File: src/rtl/phy_status_pkg.sv
package phy_status_pkg;

   ////////////////////////////////////////////////////////////////////////////
   // Bus geometry
   localparam int unsigned DATA_W = 16;
   localparam int unsigned ADDR_W = 8;
   localparam int unsigned IDX_W  = 6;
   localparam int unsigned IDX_LSB = 2;

   // Register indices; byte address is four times the index
   localparam logic [IDX_W-1:0] STATUS_IDX = 6'h11;
   localparam logic [IDX_W-1:0] ENABLE_IDX = 6'h12;
   localparam logic [IDX_W-1:0] PEND_IDX   = 6'h13;
   localparam logic [IDX_W-1:0] PCLR_IDX   = 6'h14;
   localparam logic [IDX_W-1:0] CFG_IDX    = 6'h15;

   ////////////////////////////////////////////////////////////////////////////
   // Status word fields
   localparam int unsigned RATE_LSB     = 14;
   localparam int unsigned RATE_W       = 2;
   localparam int unsigned DUPLEX_BIT   = 13;
   localparam int unsigned PAGE_BIT     = 12;
   localparam int unsigned RESOLVED_BIT = 11;
   localparam int unsigned LINK_BIT     = 10;
   localparam int unsigned XCD_BIT      = 9;
   localparam int unsigned XAB_BIT      = 8;
   localparam int unsigned DSHIFT_BIT   = 7;
   localparam int unsigned SLEEP_BIT    = 6;
   localparam int unsigned CHPOL_LSB    = 2;
   localparam int unsigned CHPOL_W      = 4;
   localparam int unsigned RXPOL_BIT    = 1;
   localparam int unsigned JABBER_BIT   = 0;

   // Rate codes
   localparam logic [1:0] RATE_10M   = 2'h0;
   localparam logic [1:0] RATE_100M  = 2'h1;
   localparam logic [1:0] RATE_1000M = 2'h2;
   localparam logic [1:0] RATE_RSVD  = 2'h3;

   ////////////////////////////////////////////////////////////////////////////
   // Event bits, shared by enable, pending and clear words
   localparam int unsigned EV_NEG_FAULT     = 15;
   localparam int unsigned EV_RATE          = 14;
   localparam int unsigned EV_DUPLEX        = 13;
   localparam int unsigned EV_PAGE          = 12;
   localparam int unsigned EV_NEG_DONE      = 11;
   localparam int unsigned EV_LINK          = 10;
   localparam int unsigned EV_FALSE_CARRIER = 8;
   localparam int unsigned EV_XOVER         = 6;
   localparam int unsigned EV_DSHIFT        = 5;
   localparam int unsigned EV_SLEEP         = 4;
   localparam int unsigned EV_WAKE          = 3;
   localparam int unsigned EV_MAC_ERR       = 2;
   localparam int unsigned EV_POLARITY      = 1;
   localparam int unsigned EV_JABBER        = 0;

   localparam logic [DATA_W-1:0] EVENT_MASK = 16'hFD7F;

   ////////////////////////////////////////////////////////////////////////////
   // Reset values, interrupt polarity bit, config mask and zero words
   localparam logic [DATA_W-1:0] ENABLE_RESET = 16'h0000;
   localparam logic [DATA_W-1:0] CFG_RESET    = 16'h2000;
   localparam int unsigned       IRQ_POL_BIT  = 13;
   localparam logic [DATA_W-1:0] CFG_MASK     = 16'h2000;
   localparam logic [15:0]       RD_PAD       = 16'h0000;
   localparam logic [DATA_W-1:0] WORD_ZERO    = 16'h0000;

   ////////////////////////////////////////////////////////////////////////////
   // Resolved line state from the transceiver core
   typedef struct packed {
      logic [1:0] rate;
      logic       full_duplex;
      logic       neg_resolved;
      logic       link_up;
      logic       xover_cd;
      logic       xover_ab;
      logic       downshift_active;
      logic       sleep_active;
      logic [3:0] chan_polarity;
      logic       rx_polarity_ok;
      logic       jabber;
   } phy_state_t;

   localparam phy_state_t STATE_RESET = 15'h0002;

   // One-cycle event strobes from the transceiver core
   typedef struct packed {
      logic neg_fault;
      logic page_rx;
      logic false_carrier;
      logic wake;
      logic mac_err;
      logic downshift;
   } phy_pulse_t;

endpackage
File: src/rtl/event_latch.sv
`timescale 1ns/1ps
module event_latch #(
   parameter int unsigned           W    = 16,
   parameter logic [W-1:0]          MASK = '1
) (
   input  wire logic         clk,
   input  wire logic         rst_n,
   input  wire logic [W-1:0] set,
   input  wire logic [W-1:0] clr,
   output wire logic [W-1:0] flags
);

   genvar i;
   generate
      for (i = 0; i < W; i++) begin : g_bit
         if (MASK[i]) begin : g_live
            logic flag_reg;
            // Set wins over a clear in the same cycle
            always_ff @(posedge clk or negedge rst_n) begin
               if (!rst_n) begin
                  flag_reg <= 1'b0;
               end else if (set[i]) begin
                  flag_reg <= 1'b1;
               end else if (clr[i]) begin
                  flag_reg <= 1'b0;
               end
            end
            assign flags[i] = flag_reg;
         end else begin : g_rsvd
            assign flags[i] = 1'b0;
         end
      end
   endgenerate

endmodule

File: src/rtl/phy_status_interrupt_enable.sv
`timescale 1ns/1ps
module phy_status_interrupt_enable (
   input  wire  logic                        clk,
   input  wire  logic                        rst_n,
   // Avalon-MM slave
   input  wire  logic [7:0]                  address,
   input  wire  logic                        read,
   input  wire  logic                        write,
   input  wire  logic [3:0]                  byteenable,
   input  wire  logic [31:0]                 writedata,
   output logic       [31:0]                 readdata,
   output logic                              waitrequest,
   // Transceiver core
   input  wire  phy_status_pkg::phy_state_t  line_state,
   input  wire  phy_status_pkg::phy_pulse_t  line_pulse,
   // Interrupt
   output logic                              irq,
   output logic                              int_pin
);

   ////////////////////////////////////////////////////////////////////////////
   // Registers

   phy_status_pkg::phy_state_t    state_reg;
   logic                          page_reg;
   logic                          page_next;
   logic [15:0]                   enable_reg;
   logic [15:0]                   enable_next;
   logic [15:0]                   cfg_reg;
   logic [15:0]                   cfg_next;
   logic                          wait_reg;
   logic                          wait_next;
   logic [31:0]                   rdata_reg;
   logic [31:0]                   rdata_next;
   logic                          snap_page_reg;
   logic [15:0]                   snap_pend_reg;
   logic                          irq_reg;
   logic                          irq_next;
   logic                          pin_reg;
   logic                          pin_next;

   ////////////////////////////////////////////////////////////////////////////
   // Bus decode

   wire                           req;
   wire                           sample;
   wire                           accept;
   wire [5:0]                     idx;
   wire                           hit_status;
   wire                           hit_enable;
   wire                           hit_pend;
   wire                           hit_pclr;
   wire                           hit_cfg;
   wire [15:0]                    be_mask;
   wire [15:0]                    wdata;
   wire                           wr_enable;
   wire                           wr_pclr;
   wire                           wr_cfg;
   wire                           rd_status;
   wire                           rd_pend;

   assign req        = read | write;
   // First cycle of a request: snapshot read data, raise answer
   assign sample     = req & wait_reg;
   // Second cycle: the master sees waitrequest low and completes
   assign accept     = req & ~wait_reg;
   assign idx        = address[phy_status_pkg::IDX_LSB +: phy_status_pkg::IDX_W];
   assign hit_status = (idx == phy_status_pkg::STATUS_IDX);
   assign hit_enable = (idx == phy_status_pkg::ENABLE_IDX);
   assign hit_pend   = (idx == phy_status_pkg::PEND_IDX);
   assign hit_pclr   = (idx == phy_status_pkg::PCLR_IDX);
   assign hit_cfg    = (idx == phy_status_pkg::CFG_IDX);
   assign be_mask    = {{8{byteenable[1]}}, {8{byteenable[0]}}};
   assign wdata      = writedata[15:0];
   assign wr_enable  = accept & write & hit_enable;
   assign wr_pclr    = accept & write & hit_pclr;
   assign wr_cfg     = accept & write & hit_cfg;
   assign rd_status  = accept & read & hit_status;
   assign rd_pend    = accept & read & hit_pend;

   ////////////////////////////////////////////////////////////////////////////
   // Event detection

   logic [15:0]                   events;
   logic [15:0]                   pend_clr;
   wire  [15:0]                   pend;

   always_comb begin
      events = phy_status_pkg::WORD_ZERO;
      events[phy_status_pkg::EV_NEG_FAULT]     = line_pulse.neg_fault;
      events[phy_status_pkg::EV_RATE]          = line_state.rate != state_reg.rate;
      events[phy_status_pkg::EV_DUPLEX]        =
         line_state.full_duplex != state_reg.full_duplex;
      events[phy_status_pkg::EV_PAGE]          = line_pulse.page_rx;
      events[phy_status_pkg::EV_NEG_DONE]      =
         line_state.neg_resolved & ~state_reg.neg_resolved;
      events[phy_status_pkg::EV_LINK]          = line_state.link_up != state_reg.link_up;
      events[phy_status_pkg::EV_FALSE_CARRIER] = line_pulse.false_carrier;
      events[phy_status_pkg::EV_XOVER]         =
         (line_state.xover_cd != state_reg.xover_cd) |
         (line_state.xover_ab != state_reg.xover_ab);
      events[phy_status_pkg::EV_DSHIFT]        = line_pulse.downshift;
      events[phy_status_pkg::EV_SLEEP]         =
         line_state.sleep_active != state_reg.sleep_active;
      events[phy_status_pkg::EV_WAKE]          = line_pulse.wake;
      events[phy_status_pkg::EV_MAC_ERR]       = line_pulse.mac_err;
      events[phy_status_pkg::EV_POLARITY]      =
         (line_state.rx_polarity_ok != state_reg.rx_polarity_ok) |
         (line_state.chan_polarity != state_reg.chan_polarity);
      events[phy_status_pkg::EV_JABBER]        = line_state.jabber & ~state_reg.jabber;
   end

   // Read clears only bits that were returned; a write clears ones written
   always_comb begin
      pend_clr = phy_status_pkg::WORD_ZERO;
      if (rd_pend) begin
         pend_clr = snap_pend_reg;
      end else if (wr_pclr) begin
         pend_clr = wdata & be_mask;
      end
   end

   // Pending bits latch whether or not enabled
   event_latch #(
      .W    (phy_status_pkg::DATA_W),
      .MASK (phy_status_pkg::EVENT_MASK)
   ) u_pending (
      .clk   (clk),
      .rst_n (rst_n),
      .set   (events),
      .clr   (pend_clr),
      .flags (pend)
   );

   ////////////////////////////////////////////////////////////////////////////
   // Status word assembly

   logic [15:0]                   status_word;

   always_comb begin
      status_word = phy_status_pkg::WORD_ZERO;
      status_word[phy_status_pkg::RATE_LSB +: phy_status_pkg::RATE_W] =
         state_reg.rate;
      status_word[phy_status_pkg::DUPLEX_BIT]   = state_reg.full_duplex;
      status_word[phy_status_pkg::PAGE_BIT]     = page_reg;
      status_word[phy_status_pkg::RESOLVED_BIT] = state_reg.neg_resolved;
      status_word[phy_status_pkg::LINK_BIT]     = state_reg.link_up;
      status_word[phy_status_pkg::XCD_BIT]      = state_reg.xover_cd;
      status_word[phy_status_pkg::XAB_BIT]      = state_reg.xover_ab;
      status_word[phy_status_pkg::DSHIFT_BIT]   = state_reg.downshift_active;
      status_word[phy_status_pkg::SLEEP_BIT]    = state_reg.sleep_active;
      status_word[phy_status_pkg::CHPOL_LSB +: phy_status_pkg::CHPOL_W] =
         state_reg.chan_polarity;
      status_word[phy_status_pkg::RXPOL_BIT]    = state_reg.rx_polarity_ok;
      status_word[phy_status_pkg::JABBER_BIT]   = state_reg.jabber;
   end

   ////////////////////////////////////////////////////////////////////////////
   // Next-state logic

   // Page flag: a new page wins over the clearing read
   always_comb begin
      page_next = page_reg;
      if (line_pulse.page_rx) begin
         page_next = 1'b1;
      end else if (rd_status & snap_page_reg) begin
         page_next = 1'b0;
      end
   end

   // Enable word: byte lanes honoured, reserved bits held at zero
   always_comb begin
      enable_next = enable_reg;
      if (wr_enable) begin
         enable_next = ((enable_reg & ~be_mask) | (wdata & be_mask)) &
                       phy_status_pkg::EVENT_MASK;
      end
   end

   always_comb begin
      cfg_next = cfg_reg;
      if (wr_cfg) begin
         cfg_next = ((cfg_reg & ~be_mask) | (wdata & be_mask)) &
                    phy_status_pkg::CFG_MASK;
      end
   end

   // Status is read-only: no write path exists into it
   always_comb begin
      rdata_next = rdata_reg;
      if (sample) begin
         rdata_next = {phy_status_pkg::RD_PAD, phy_status_pkg::WORD_ZERO};
         if (read) begin
            unique case (1'b1)
               hit_status: rdata_next = {phy_status_pkg::RD_PAD, status_word};
               hit_enable: rdata_next = {phy_status_pkg::RD_PAD, enable_reg};
               hit_pend:   rdata_next = {phy_status_pkg::RD_PAD, pend};
               hit_cfg:    rdata_next = {phy_status_pkg::RD_PAD, cfg_reg};
               default:    rdata_next = {phy_status_pkg::RD_PAD, phy_status_pkg::WORD_ZERO};
            endcase
         end
      end
   end

   assign wait_next = ~sample;

   // Interrupt level and pin polarity
   always_comb begin
      irq_next = |(pend & enable_reg);
      pin_next = cfg_reg[phy_status_pkg::IRQ_POL_BIT] ? ~irq_next : irq_next;
   end

   ////////////////////////////////////////////////////////////////////////////
   // Flip-flops

   always_ff @(posedge clk or negedge rst_n) begin
      if (!rst_n) begin
         state_reg <= phy_status_pkg::STATE_RESET;
      end else begin
         state_reg <= line_state;
      end
   end

   always_ff @(posedge clk or negedge rst_n) begin
      if (!rst_n) begin
         page_reg      <= 1'b0;
         snap_page_reg <= 1'b0;
         snap_pend_reg <= phy_status_pkg::WORD_ZERO;
      end else begin
         page_reg      <= page_next;
         snap_page_reg <= sample ? page_reg : snap_page_reg;
         snap_pend_reg <= sample ? pend : snap_pend_reg;
      end
   end

   always_ff @(posedge clk or negedge rst_n) begin
      if (!rst_n) begin
         enable_reg <= phy_status_pkg::ENABLE_RESET;
         cfg_reg    <= phy_status_pkg::CFG_RESET;
      end else begin
         enable_reg <= enable_next;
         cfg_reg    <= cfg_next;
      end
   end

   always_ff @(posedge clk or negedge rst_n) begin
      if (!rst_n) begin
         wait_reg  <= 1'b1;
         rdata_reg <= {phy_status_pkg::RD_PAD, phy_status_pkg::WORD_ZERO};
      end else begin
         wait_reg  <= wait_next;
         rdata_reg <= rdata_next;
      end
   end

   always_ff @(posedge clk or negedge rst_n) begin
      if (!rst_n) begin
         irq_reg <= 1'b0;
         pin_reg <= 1'b1;
      end else begin
         irq_reg <= irq_next;
         pin_reg <= pin_next;
      end
   end

   ////////////////////////////////////////////////////////////////////////////
   // Outputs

   assign readdata    = rdata_reg;
   assign waitrequest = wait_reg;
   assign irq         = irq_reg;
   assign int_pin     = pin_reg;

endmodule

File: config.mk
export PLATFORM = sky130hd
export DESIGN_NAME = phy_status_interrupt_enable
export DESIGN_NICKNAME = d
export VERILOG_FILES = /design/src/rtl/phy_status_pkg.sv /design/src/rtl/event_latch.sv /design/src/rtl/phy_status_interrupt_enable.sv
export SDC_FILE = /design/constraint.sdc
export NUM_CORES = 1
export LEC_CHECK = 0
export ABC_AREA = 1
export BUFFER_PORTS_ARGS = -buffer_cell sky130_fd_sc_hd__buf_2
export CORE_MARGIN = 2
export CORE_UTILIZATION = 45
export CTS_BUF_LIST = sky130_fd_sc_hd__clkbuf_8 sky130_fd_sc_hd__clkbuf_16
export DETAILED_ROUTE_END_ITERATION = 10
export PLACE_DENSITY = 0.78
export SKIP_CTS_REPAIR_TIMING = 1
export SLEW_MARGIN = 20
export SYNTH_ARGS = -nofsm -noshare
export SYNTH_HDL_FRONTEND = slang
export SYNTH_SLANG_ARGS = --single-unit
File: constraint.sdc
create_clock -name clk -period 1.97 [get_ports clk]
set_input_delay 0.394 -clock clk [delete_from_list [all_inputs] [get_ports clk]]
set_output_delay 0.394 -clock clk [all_outputs]
set_load 0.01 [all_outputs]
==> Word level (Yosys, flattened, before mapping) <==
Cells that the tools add are included.
{ "classes": {"n_mux": 35, "bitwise": 27, "n_eq_ne": 13, "reduce_logical": 16} }
{ "op_table": {"columns": ["cell", "count"], "rows": [
  ["$pmux 16 s4", 1],
  ["$and 16x16->16", 3],
  ["$mux 16", 2],
  ["$mux 32", 1],
  ["$mux 1", 31],
  ["$eq 6x5->1 const B", 5],
  ["$reduce_bool 2->1", 15],
  ["$not 16->16", 1],
  ["$or 16x16->16", 1],
  ["$reduce_or 16->1", 1],
  ["$and 14x14->14", 1],
  ["$or 14x14->14", 1],
  ["$and 1x1->1", 12],
  ["$ne 1x1->1", 6],
  ["$not 1->1", 5],
  ["$ne 4x4->1", 1],
  ["$or 1x1->1", 3],
  ["$ne 2x2->1", 1]
]} }
{ "totals": {"input_bits": 69, "out_inout_bits": 35, "elab_cells": 125, "ff_bits": 95} }

==> Depth between registers and ports, before layout <==
Gate-level depths: netlist of the first run.
{ "logic_depth": {"word_depth": 8, "ltp_mapped": 9, "mapped_depth_nobuf": 8} }

==> Modules after synthesis <==
Synthesis of the first run repeated with hierarchy kept, for this count alone.
{ "hier_totals": {"hier_cells": 531, "hier_area_um2": 4201.5} }
{ "modules_own_cells": {"columns": ["module", "area_each_um2", "instances", "cells_per_inst", "seq_area_each_um2"], "rows": [
  ["phy_status_interrupt_enable", 3517.1, 1, 444, 1681.6],
  ["event_latch", 684.4, 1, 87, 350.3]
]} }

==> Worst setup path after synthesis of the first run <==
Ideal clock, no wire load.
{ "synth_path": {"path_kind": "flip-flop to flip-flop", "from": "reg wait_reg (netlist: waitrequest)", "to": "reg (tool-made name)", "t_arrival_ps": 1207, "setup_time_ps": 117, "setup_slack_ps": 646, "path_buffers": 0, "synth_period_minus_slack_ps": 1324, "path_stages_with_launch": 8, "required_ps": 1853, "path_cell_list": "dfstp_2 inv_1 nand2_2 nor2_2 nand3_4 inv_1 o21ai_1 inv_1"} }
{ "synth_lines": {"columns": ["element", "line", "source"], "rows": [
  ["start: declaration", "phy_status_interrupt_enable.sv:31", "logic wait_reg;"],
  ["start signal: assignment", "phy_status_interrupt_enable.sv:251", "wait_reg <= wait_next;"]
]} }

==> Worst setup path after layout of the first run <==
{ "layout_path": {"from": "reg wait_reg (netlist: waitrequest)", "to": "out waitrequest"} }
{ "layout_lines": {"columns": ["element", "line", "source"], "rows": [
  ["end: declaration", "phy_status_interrupt_enable.sv:12", "output logic waitrequest,"]
]} }
No word-level cell between the ends.

==> results of run 1 <==
kinds of logic (layout without fill, tap and decap cells):
kind of cell / Yosys count / in the layout / share of synthesized area, %
flip-flops: 79 / 79 / 51.5
AND/OR/NAND/NOR: 254 / 254 / 31.0
multiplexers: 12 / 12 / 3.51
AO/OA/AOI/OAI: 17 / 17 / 2.99
other: 1 / 16 / 0.0975
XOR/XNOR: 13 / 13 / 2.96
buffers and inverters: 53 / 118 / 7.90
report_power, final:
group | internal [uW] | leakage, uW | switching (uW)
combinational | 145 | 0.00127 | 245
sequential | 1690 | 0.000904 | 41.1
clock | 614 | 0.000107 | 657
worst paths after layout:
path	start	endpoint	slack [ps]
worst max-delay path	waitrequest	waitrequest	440
worst min-delay path	line_state[7]	state_reg[7]	130
worst max register to register	waitrequest	register	490
worst min register to register	state_reg[0]	u_pending.g_bit[0].g_live.flag_reg	460
max in group asynchronous	rst_n	waitrequest	810
min in group asynchronous	rst_n	state_reg[13]	500
placed cells by master, fill, tap and decap left out, drive strengths merged, types with 9 or more instances in the layout:
cell type and n:
conb 16, dfrtp 75, mux2 12, nand3 70
inv 30, buf 76, o21ai 13, clkbuf 9
nand2 152, nor2 20, nand4 10
metal layers:
layer  up-vias  wire (um)
met2       127       4330
met5         -          0
li1       1503          -
met3        12        725
met1      1463       3630
met4         0         88
final cells by class:
cell class	count	area [sq um]
Inverter	25	93.8
Fill cell	769	3780
Sequential cell	79	1980
Clock buffer	9	124
Multi-Input combinational cell	312	1620
Clock inverter	7	85.1
Timing Repair Buffer	77	445
Tap cell	105	131
stage by stage:
stage | worst slack, ps | cells
after floorplan | 646 | 444
after global placement | 336 | 597
after detailed placement | 325 | 597
after CTS | 421 | 613
after global routing | 337 | 614
final | 437 | 614
==> results.rst, run 1 <==
.. list-table::
   :header-rows: 1

   * - Metric
     - Value
   * - First-pass iteration count of the detailed router
     - 4
   * - Post-synth EDFFs
     - 0
   * - Number of buffers inserted during clock tree synthesis
     - 9
   * - Core Region
     - 8260 sq um
   * - Congestion Overflow GR
     - 0
   * - GRT Resource Usage Total
     - about a fifth
   * - Final-layout worst hold slack
     - between 100 and 150 ps
   * - # H-tree levels
     - 3
   * - Number of vias per cell after detailed routing
     - roughly 5.1
   * - Global routing usage on met1
     - 25.3%
   * - Maxcap violations
     - 0
   * - Cells taking the most area after synthesis
     - sky130_fd_sc_hd__dfrtp_1 49%, sky130_fd_sc_hd__nand2_1 14%, sky130_fd_sc_hd__nand3_1 9.0%
   * - Slowest stage cell on the critical path
     - sky130_fd_sc_hd__dfstp_2
   * - Hold WC Path Type
     - in -> reg
   * - Number of cells traversed by the worst register-to-register path
     - 7
   * - Die Outline Area
     - 9300 sq um
   * - Worst clock skew
     - between 10 and 15 ps
   * - Async set or reset register ratio after synthesis
     - between 90% and 100%
   * - Cell area after layout
     - 4480 sq um
   * - Sum of routed wire length over all layers
     - between 8 and 9 mm
   * - Peak ir drop on the vdd network
     - roughly 500 uV
   * - Sort of element at the start of the critical path
     - register
   * - Vias in the first global route
     - between 3,000 and 4,000
   * - Number of antenna violations at the first check in global routing
     - 0
   * - Post-place instance area
     - around 4300 sq um
   * - Global-route wire length before repair
     - between 10 and 15 mm
   * - Power density of the placed cells
     - between 700 and 800 nW/um^2
   * - Count of port buffers added during placement
     - between 60 and 70
   * - Warning count from the yosys run
     - 0
   * - Number of design-rule violations left by the first detailed-router iteration
     - 147
   * - Ports placed on the boundary
     - 104
   * - Post-DP HPWL
     - roughly 6.3 mm
   * - Leakage
     - ~0.0023 uW
   * - Number of diodes
     - 0
   * - Final hold violation count
     - 0
   * - Count leader, synth
     - sky130_fd_sc_hd__nand2_1
   * - Gpl congestion
     - 0.869
   * - Critical-path maximum fanout
     - 7
   * - Pin count of the biggest net entering global routing
     - 33
   * - Number of sinks driven by the clock tree
     - between 70 and 80
   * - Critical Path RT
     - approximately 1600 ps
   * - Reg clk slew, reported paths
     - ~90 ps
   * - Class of the most critical setup path
     - reg -> out
   * - Number of unique standard cell types used by synthesis
     - 29
   * - CP top delay family
     - flip-flops
   * - Flops & latches, synth
     - 79
   * - WP buf/inv
     - 1
   * - Fraction of final layout cells with drive strength greater than 1
     - between 20% and 30%
   * - Sequential area share after synthesis
     - 51.5%
   * - Met2 track demand over resource
     - 36.1%
   * - Number of standard-cell rows in the floorplan
     - 33
   * - Most instantiated cells after synthesis
     - 145 x sky130_fd_sc_hd__nand2_1, 75 x sky130_fd_sc_hd__dfrtp_1, 69 x sky130_fd_sc_hd__nand3_1
   * - Fin nets
     - ~570
   * - Number of pins with negative max-slew slack in the final report
     - 0
   * - Power Total
     - around 3400 uW
   * - Total vias in the final route
     - roughly 3,100
   * - Post-synthesis cell count
     - ~430
   * - Outcome
     - finished clean
   * - Final count of negative-setup-slack endpoints
     - 0
   * - Total number of cells along the worst setup path
     - 1
   * - Synthesized area
     - ~3800 sq um
   * - Clock buffer depth
     - 2
   * - Most Used Layer, Global Route
     - met2
   * - Synthesized area per cell
     - about 9.0 sq um
   * - Synth-to-layout area growth
     - 16.4%
   * - Minimum clock period
     - 1530 ps
   * - TritonCTS clock tree
     - done
   * - Detailed-route wire length per cell
     - 14.3 um
   * - DRC Markers
     - 0
   * - Arrival time of the worst setup path
     - 1140 ps
   * - Die outline height
     - around 96 um
   * - Clk Tree Root Cell
     - sky130_fd_sc_hd__clkbuf_8
   * - Nature of the critical path endpoint
     - output pin
   * - Final Cycle Share
     - between 70% and 80%
   * - Width of the die
     - just under 100 um
   * - Peak per-stage delay on the critical path
     - 620 ps
   * - Min-Delay Path Depth
     - 1
   * - Crit-path cells
     - buf_2
   * - Top-area cell type share of the netlist area
     - about half
   * - Met3 usage in global routing
     - ~5.7%
   * - Setup total negative slack
     - 0 ps
   * - Post-Route Utilization
     - between 50% and 60%
   * - Starting Density
     - a little under half
   * - Highest Clock Rate
     - between 600 and 700 MHz
   * - Remaining antenna violation count after routing
     - 0
   * - Setup repair after global routing missed its margin
     - false
   * - Clock latency at the later pin of the worst-skew pair
     - ~360 ps
   * - Ys flop type
     - sky130_fd_sc_hd__dfrtp_1
   * - Post-synth top area cell
     - sky130_fd_sc_hd__dfrtp_1
No activity file was read; power rests on OpenSTA's default activity.
==> inputs of run 2 (changes only) <==
==> constraint.sdc (replaced) <==
create_clock -name clk -period 1.52 [get_ports clk]
set_input_delay 0.304 -clock clk [delete_from_list [all_inputs] [get_ports clk]]
set_output_delay 0.304 -clock clk [all_outputs]
set_load 0.01 [all_outputs]
==> results.rst, run 2 (same netlist as run 1, synthesis figures left out) <==
.. list-table::
   :header-rows: 1

   * - Metric
     - Value
   * - CP top delay family
     - flip-flops
   * - Peak ir drop on the vdd network
     - between 600 and 700 uV
   * - Final hold violation count
     - 0
   * - Critical-path maximum fanout
     - 5
   * - Final count of negative-setup-slack endpoints
     - 0
   * - Leading cell type in the layout, fill and taps excluded
     - sky130_fd_sc_hd__nand2_1
   * - Class of the most critical setup path
     - reg -> out
   * - Peak per-stage delay on the critical path
     - approximately 600 ps
   * - Synth-to-layout area growth
     - 19.3%
   * - Clock network fraction of design power
     - about a third
   * - Core Region
     - 8260 sq um
   * - Die outline height
     - ~96 um
   * - Vias in the first global route
     - 3,177
   * - Count of port buffers added during placement
     - 65
   * - Post-DP HPWL
     - roughly 6.5 mm
   * - Power Total
     - 4220 uW
   * - Leakage
     - ~0.0023 uW
   * - Global-route wire length before repair
     - 14.8 mm
   * - Nature of the critical path endpoint
     - output pin
   * - Sort of element at the start of the critical path
     - register
   * - WP buf/inv
     - 1
   * - Number of design-rule violations left by the first detailed-router iteration
     - ~170
   * - Reg clk slew, reported paths
     - around 90 ps
   * - Critical Path RT
     - 1220 ps
   * - Minimum clock period
     - 1410 ps
   * - Arrival time of the worst setup path
     - between 1000 and 1500 ps
   * - Number of vias per cell after detailed routing
     - ~5
   * - Ports placed on the boundary
     - between 100 and 150
   * - Number of diodes
     - 0
   * - Sequential fraction of design power
     - between 50% and 60%
   * - Number of sinks driven by the clock tree
     - roughly 80
   * - Final Cycle Share
     - 92.5%
   * - Part of the power in combinational logic
     - 12.5%
   * - Pin count of the biggest net entering global routing
     - 35
   * - Starting Density
     - ~47%
   * - Clock buffer depth
     - 2
   * - TritonCTS clock tree
     - done
   * - First-pass iteration count of the detailed router
     - 4
   * - Number of pins with negative max-slew slack in the final report
     - 0
   * - Switching pwr
     - between 1000 and 1500 uW
   * - Hold WC Path Type
     - in -> reg
   * - Outcome
     - finished clean
   * - Highest Clock Rate
     - 711 MHz
   * - Clock latency at the later pin of the worst-skew pair
     - roughly 360 ps
   * - Number of standard-cell rows in the floorplan
     - 33
   * - Die Outline Area
     - 9300 sq um
   * - Internal power component
     - 3010 uW
   * - Cell area after layout
     - approximately 4600 sq um
   * - Number of antenna violations at the first check in global routing
     - 0
   * - # H-tree levels
     - 3
   * - GRT Resource Usage Total
     - 21.1%
   * - Gpl congestion
     - between 0.8 and 0.9
   * - Worst clock skew
     - 13.1 ps
   * - Detailed-route wire length per cell
     - ~14 um
   * - Remaining antenna violation count after routing
     - 0
   * - Fraction of final layout cells with drive strength greater than 1
     - between 20% and 30%
   * - Clk Tree Root Cell
     - sky130_fd_sc_hd__clkbuf_8
   * - Number of buffers inserted during clock tree synthesis
     - 9
   * - Power density of the placed cells
     - 921 nW/um^2
   * - Congestion Overflow GR
     - 0
   * - Maxcap violations
     - 0
   * - Setup total negative slack
     - 0 ps
   * - Crit-path cells
     - buf_2
   * - Slowest stage cell on the critical path
     - sky130_fd_sc_hd__dfstp_2
   * - Width of the die
     - 96.5 um
   * - Setup repair after global routing missed its margin
     - false
   * - Worst setup slack for register-to-register paths
     - approximately 140 ps
   * - Post-place instance area
     - about 4400 sq um
   * - Switching share of power
     - between 20% and 30%
   * - Total vias in the final route
     - 3,182
   * - Sum of routed wire length over all layers
     - approximately 9 mm
   * - DRC Markers
     - 0
   * - Fin nets
     - 585
   * - Leading cell types in the layout, fill and taps excluded
     - 145 x sky130_fd_sc_hd__nand2_1, 75 x sky130_fd_sc_hd__dfrtp_1, 69 x sky130_fd_sc_hd__nand3_1, 64 x sky130_fd_sc_hd__buf_2, 20 x sky130_fd_sc_hd__inv_1
run 2: changes by cell type in the layout (fill, tap and decap cells not counted), sizes merged:
| cell | previous run | this run |
|---|---|---|
| clkinv | 1 | 2 |
| buf | 76 | 88 |
| inv | 30 | 28 |
| clkinvlp | 0 | 2 |
| bufinv | 1 | 0 |
run 2: final cells by class:
cell class | count | area (sq um)
clock inverters | 7 | 55.1
flip-flops and latches | 79 | 1980
clock buffers | 9 | 124
fillers | 752 | 3670
multi-input cells | 312 | 1620
well taps | 105 | 131
repair buffers | 89 | 586
inverters | 25 | 93.8
run 2: path summary, 6_finish.rpt:
kind | startpoint | to | cells past startpoint
setup / recovery | waitrequest | waitrequest | 1
min in group asynchronous | rst_n | readdata[15] | 2
max in group asynchronous | rst_n | state_reg[1] | 3
setup reg to reg | waitrequest | register | 7
hold reg to reg | state_reg[0] | u_pending.g_bit[0].g_live.flag_reg | 1
hold / removal | line_state[7] | state_reg[7] | 1
run 2: power groups by stage:
stage | Combinational [uW] | Clock [uW] | Sequential, uW
detailed placement | 525 | 0 | 2290
CTS | 527 | 1490 | 2250
floorplan | 281 | 0 | 2300
global placement | 513 | 0 | 2290
global route | 585 | 1590 | 2260
finish | 529 | 1450 | 2250
run 2: through the flow:
step / setup slack [ps] / util [%] / hold WS [ps] / cells
6_report: 114 / 55.6 / 52.6 / 626
2_1_floorplan: 196 / - / 8.41 / 444
3_3_place_gp: 97.3 / 53.2 / 249 / 608
3_5_place_dp: 81.8 / 53.2 / 252 / 608
5_1_grt: 13.7 / 55.6 / 44.0 / 626
4_1_cts: 53.8 / 55.3 / -147 / 624
run 2: layer usage:
layer | global-route usage [%] | part of all wire, % | wire [um]
met5 | 0 | 0 | 0
met4 | 6.92 | 0.64 | 57
met3 | 5.20 | 7.2 | 648
met2 | 36.2 | 51 | 4540
met1 | 26.3 | 41 | 3700
==> inputs of run 3 (changes only) <==
--- a/config.mk
+++ b/config.mk
@@ -11,7 +11,8 @@
 export CORE_UTILIZATION = 45
 export CTS_BUF_LIST = sky130_fd_sc_hd__clkbuf_8 sky130_fd_sc_hd__clkbuf_16
 export DETAILED_ROUTE_END_ITERATION = 10
-export PLACE_DENSITY = 0.78
+export PLACE_DENSITY = 0.81
+export SETUP_SLACK_MARGIN = 0.4
 export SKIP_CTS_REPAIR_TIMING = 1
 export SLEW_MARGIN = 20
 export SYNTH_ARGS = -nofsm -noshare
==> constraint.sdc (replaced) <==
create_clock -name clk -period 1.29 [get_ports clk]
set_input_delay 0.258 -clock clk [delete_from_list [all_inputs] [get_ports clk]]
set_output_delay 0.258 -clock clk [all_outputs]
set_load 0.01 [all_outputs]
==> results.rst, run 3 (same netlist as run 1, synthesis figures left out) <==
.. list-table::
   :header-rows: 1

   * - Metric
     - Value
   * - Reg clk slew, reported paths
     - about 80 ps
   * - Power density of the placed cells
     - 1050 nW/um^2
   * - Leakage
     - 0.00271 uW
   * - Ports placed on the boundary
     - roughly 100
   * - Maxcap violations
     - 0
   * - Count of port buffers added during placement
     - between 60 and 70
   * - Final Cycle Share
     - 106%
   * - Slowest stage cell on the critical path
     - sky130_fd_sc_hd__dfstp_2
   * - Number of diodes
     - 0
   * - FILL cells
     - about 670
   * - Congestion Overflow GR
     - 0
   * - Outcome
     - finished, violations left
   * - Number of standard-cell rows in the floorplan
     - 33
   * - Crit-path most repeated cell
     - sky130_fd_sc_hd__buf_6
   * - Crit-path cells
     - buf_6, buf_6
   * - Gpl congestion
     - approximately 0.9
   * - Remaining antenna violation count after routing
     - 0
   * - Critical-path maximum fanout
     - 3
   * - Leading cell types in the layout, fill and taps excluded
     - 126 x sky130_fd_sc_hd__nand2_1, 75 x sky130_fd_sc_hd__dfrtp_1, 60 x sky130_fd_sc_hd__buf_2, 54 x sky130_fd_sc_hd__nand3_1, 37 x sky130_fd_sc_hd__buf_4
   * - Post-DP HPWL
     - around 6.7 mm
   * - Switching share of power
     - about a quarter
   * - Number of pins with negative max-slew slack in the final report
     - 0
   * - Pin count of the biggest net entering global routing
     - 37
   * - Final count of negative-setup-slack endpoints
     - 42
   * - Leading cell type in the layout, fill and taps excluded
     - sky130_fd_sc_hd__nand2_1
   * - Highest Clock Rate
     - around 730 MHz
   * - Worst clock skew
     - slightly above 6 ps
   * - Die outline height
     - 96.5 um
   * - Final hold violation count
     - 16
   * - Vias in the first global route
     - ~3,300
   * - Sort of element at the start of the critical path
     - register
   * - Hold WC Path Type
     - in -> async
   * - Number of buffers inserted during clock tree synthesis
     - 9
   * - Metal1 wirelength
     - approximately 4 mm
   * - Detailed route wirelength on metal2
     - between 5 and 6 mm
   * - Total vias in the final route
     - 3,453
   * - Arrival time of the worst setup path
     - 1110 ps
   * - Core Region
     - 8260 sq um
   * - Critical Path RT
     - just over 1000 ps
   * - Internal power component
     - a little over 4000 uW
   * - Starting Density
     - between 40 and 50%
   * - Clock buffer depth
     - 2
   * - Fraction of final layout cells with drive strength greater than 1
     - 40.3%
   * - Fin nets
     - ~600
   * - Part of the power in combinational logic
     - approximately 15%
   * - TritonCTS clock tree
     - done
   * - Failing checks
     - negative hold slack, negative setup slack
   * - DRC Markers
     - 0
   * - Final-layout worst hold slack
     - -231 ps
   * - Setup total negative slack
     - -1400 ps
   * - Clock latency at the later pin of the worst-skew pair
     - between 300 and 400 ps
   * - Setup repair after global routing missed its margin
     - true
   * - Class of the most critical setup path
     - reg -> out
   * - Synth-to-layout area growth
     - 36.1%
   * - Number of antenna violations at the first check in global routing
     - 0
   * - First-pass iteration count of the detailed router
     - 5
   * - Minimum clock period
     - 1370 ps
   * - Number of design-rule violations left by the first detailed-router iteration
     - 225
   * - Sum of routed wire length over all layers
     - roughly 11 mm
   * - Width of the die
     - roughly 96 um
   * - Nature of the critical path endpoint
     - output pin
   * - Sequential fraction of design power
     - about 48%
   * - Peak per-stage delay on the critical path
     - 550 ps
   * - Final setup margin
     - -81.4 ps
   * - Detailed-route wire length per cell
     - 16.3 um
   * - Clock network fraction of design power
     - between 30% and 40%
   * - Highest Signal Layer
     - met4
   * - Clk Tree Root Cell
     - sky130_fd_sc_hd__clkbuf_8
   * - Number of sinks driven by the clock tree
     - 79
   * - Global-route wire length before repair
     - about 15 mm
   * - Number of vias per cell after detailed routing
     - ~5.2
   * - GRT Resource Usage Total
     - between 20% and 30%
   * - Post-Route Utilization
     - 63.4%
   * - Detailed route wirelength on metal3
     - about 860 um
   * - Switching pwr
     - between 1000 and 1500 uW
   * - Die Outline Area
     - about 9300 sq um
   * - Peak ir drop on the vdd network
     - around 840 uV
   * - # H-tree levels
     - 3
[run 3: cell count changes in the layout (fill, tap and decap cells not counted), moves of 8 or more]
cell | previous run | this run
sky130_fd_sc_hd__buf_4 | 18 | 37
sky130_fd_sc_hd__nand3_1 | 69 | 54
sky130_fd_sc_hd__nand2_2 | 6 | 14
sky130_fd_sc_hd__nand2_1 | 145 | 126
sky130_fd_sc_hd__nand2_4 | 1 | 11
sky130_fd_sc_hd__nand3_2 | 0 | 14
sky130_fd_sc_hd__buf_6 | 0 | 14
[run 3: worst paths after layout]
path / slack [ps] / start / depth (start not counted) / to
max in group asynchronous: 970 / rst_n / 2 / int_pin
min in group clk: 20 / line_state[1] / 1 / state_reg[1]
worst max register to register: -70 / waitrequest / 6 / readdata[11]
worst min register to register: 450 / state_reg[11] / 1 / u_pending.g_bit[11].g_live.flag_reg
worst max-delay path: -80 / waitrequest / 2 / waitrequest
worst min-delay path: -230 / rst_n / 1 / state_reg[13]
[run 3: critical path, delay by kind of cell (launching register included)]
kind	cells	cell delay (ps)
DFF	1	550
buffers and inverters	2	200
[run 3: metal layers]
metal	vias to the layer above	track usage, %
li1	1598	-
met1	1644	26.8
met2	186	38.0
met3	25	4.42
met4	0	8.80
met5	-	0
[run 3: through the flow]
step / power, uW / hold slack, ps / std cells / setup slack, ps / instance area (sq um)
final: 5500 / -231 / 658 / -81.4 / 5240
after global routing: 5700 / -232 / 658 / -151 / 5240
after CTS: 5350 / -243 / 628 / -213 / 4700
after detailed placement: 3360 / 160 / 613 / -47.5 / 4490
after global placement: 3340 / 154 / 613 / -2.95 / 4490
after floorplan: 3060 / -37.6 / 444 / 30.3 / 3960
[run 3: power groups by stage]
stage / Clock (uW) / Sequential, uW / Combinational, uW
floorplan: 0 / 2710 / 350
global placement: 0 / 2690 / 643
detailed placement: 0 / 2700 / 659
CTS: 2040 / 2650 / 662
global route: 2130 / 2670 / 901
finish: 2000 / 2660 / 837
[run 3: final cells by class]
cell class	count	area [sq um]	share of cell area [%]
Timing Repair Buffer	122	956	18.3
Inverter	25	101	1.94
Tap cell	105	131	2.51
Clock buffer	10	138	2.63
Sequential cell	79	1980	37.9
Multi-Input combinational cell	312	1850	35.4
Clock inverter	5	73.8	1.41
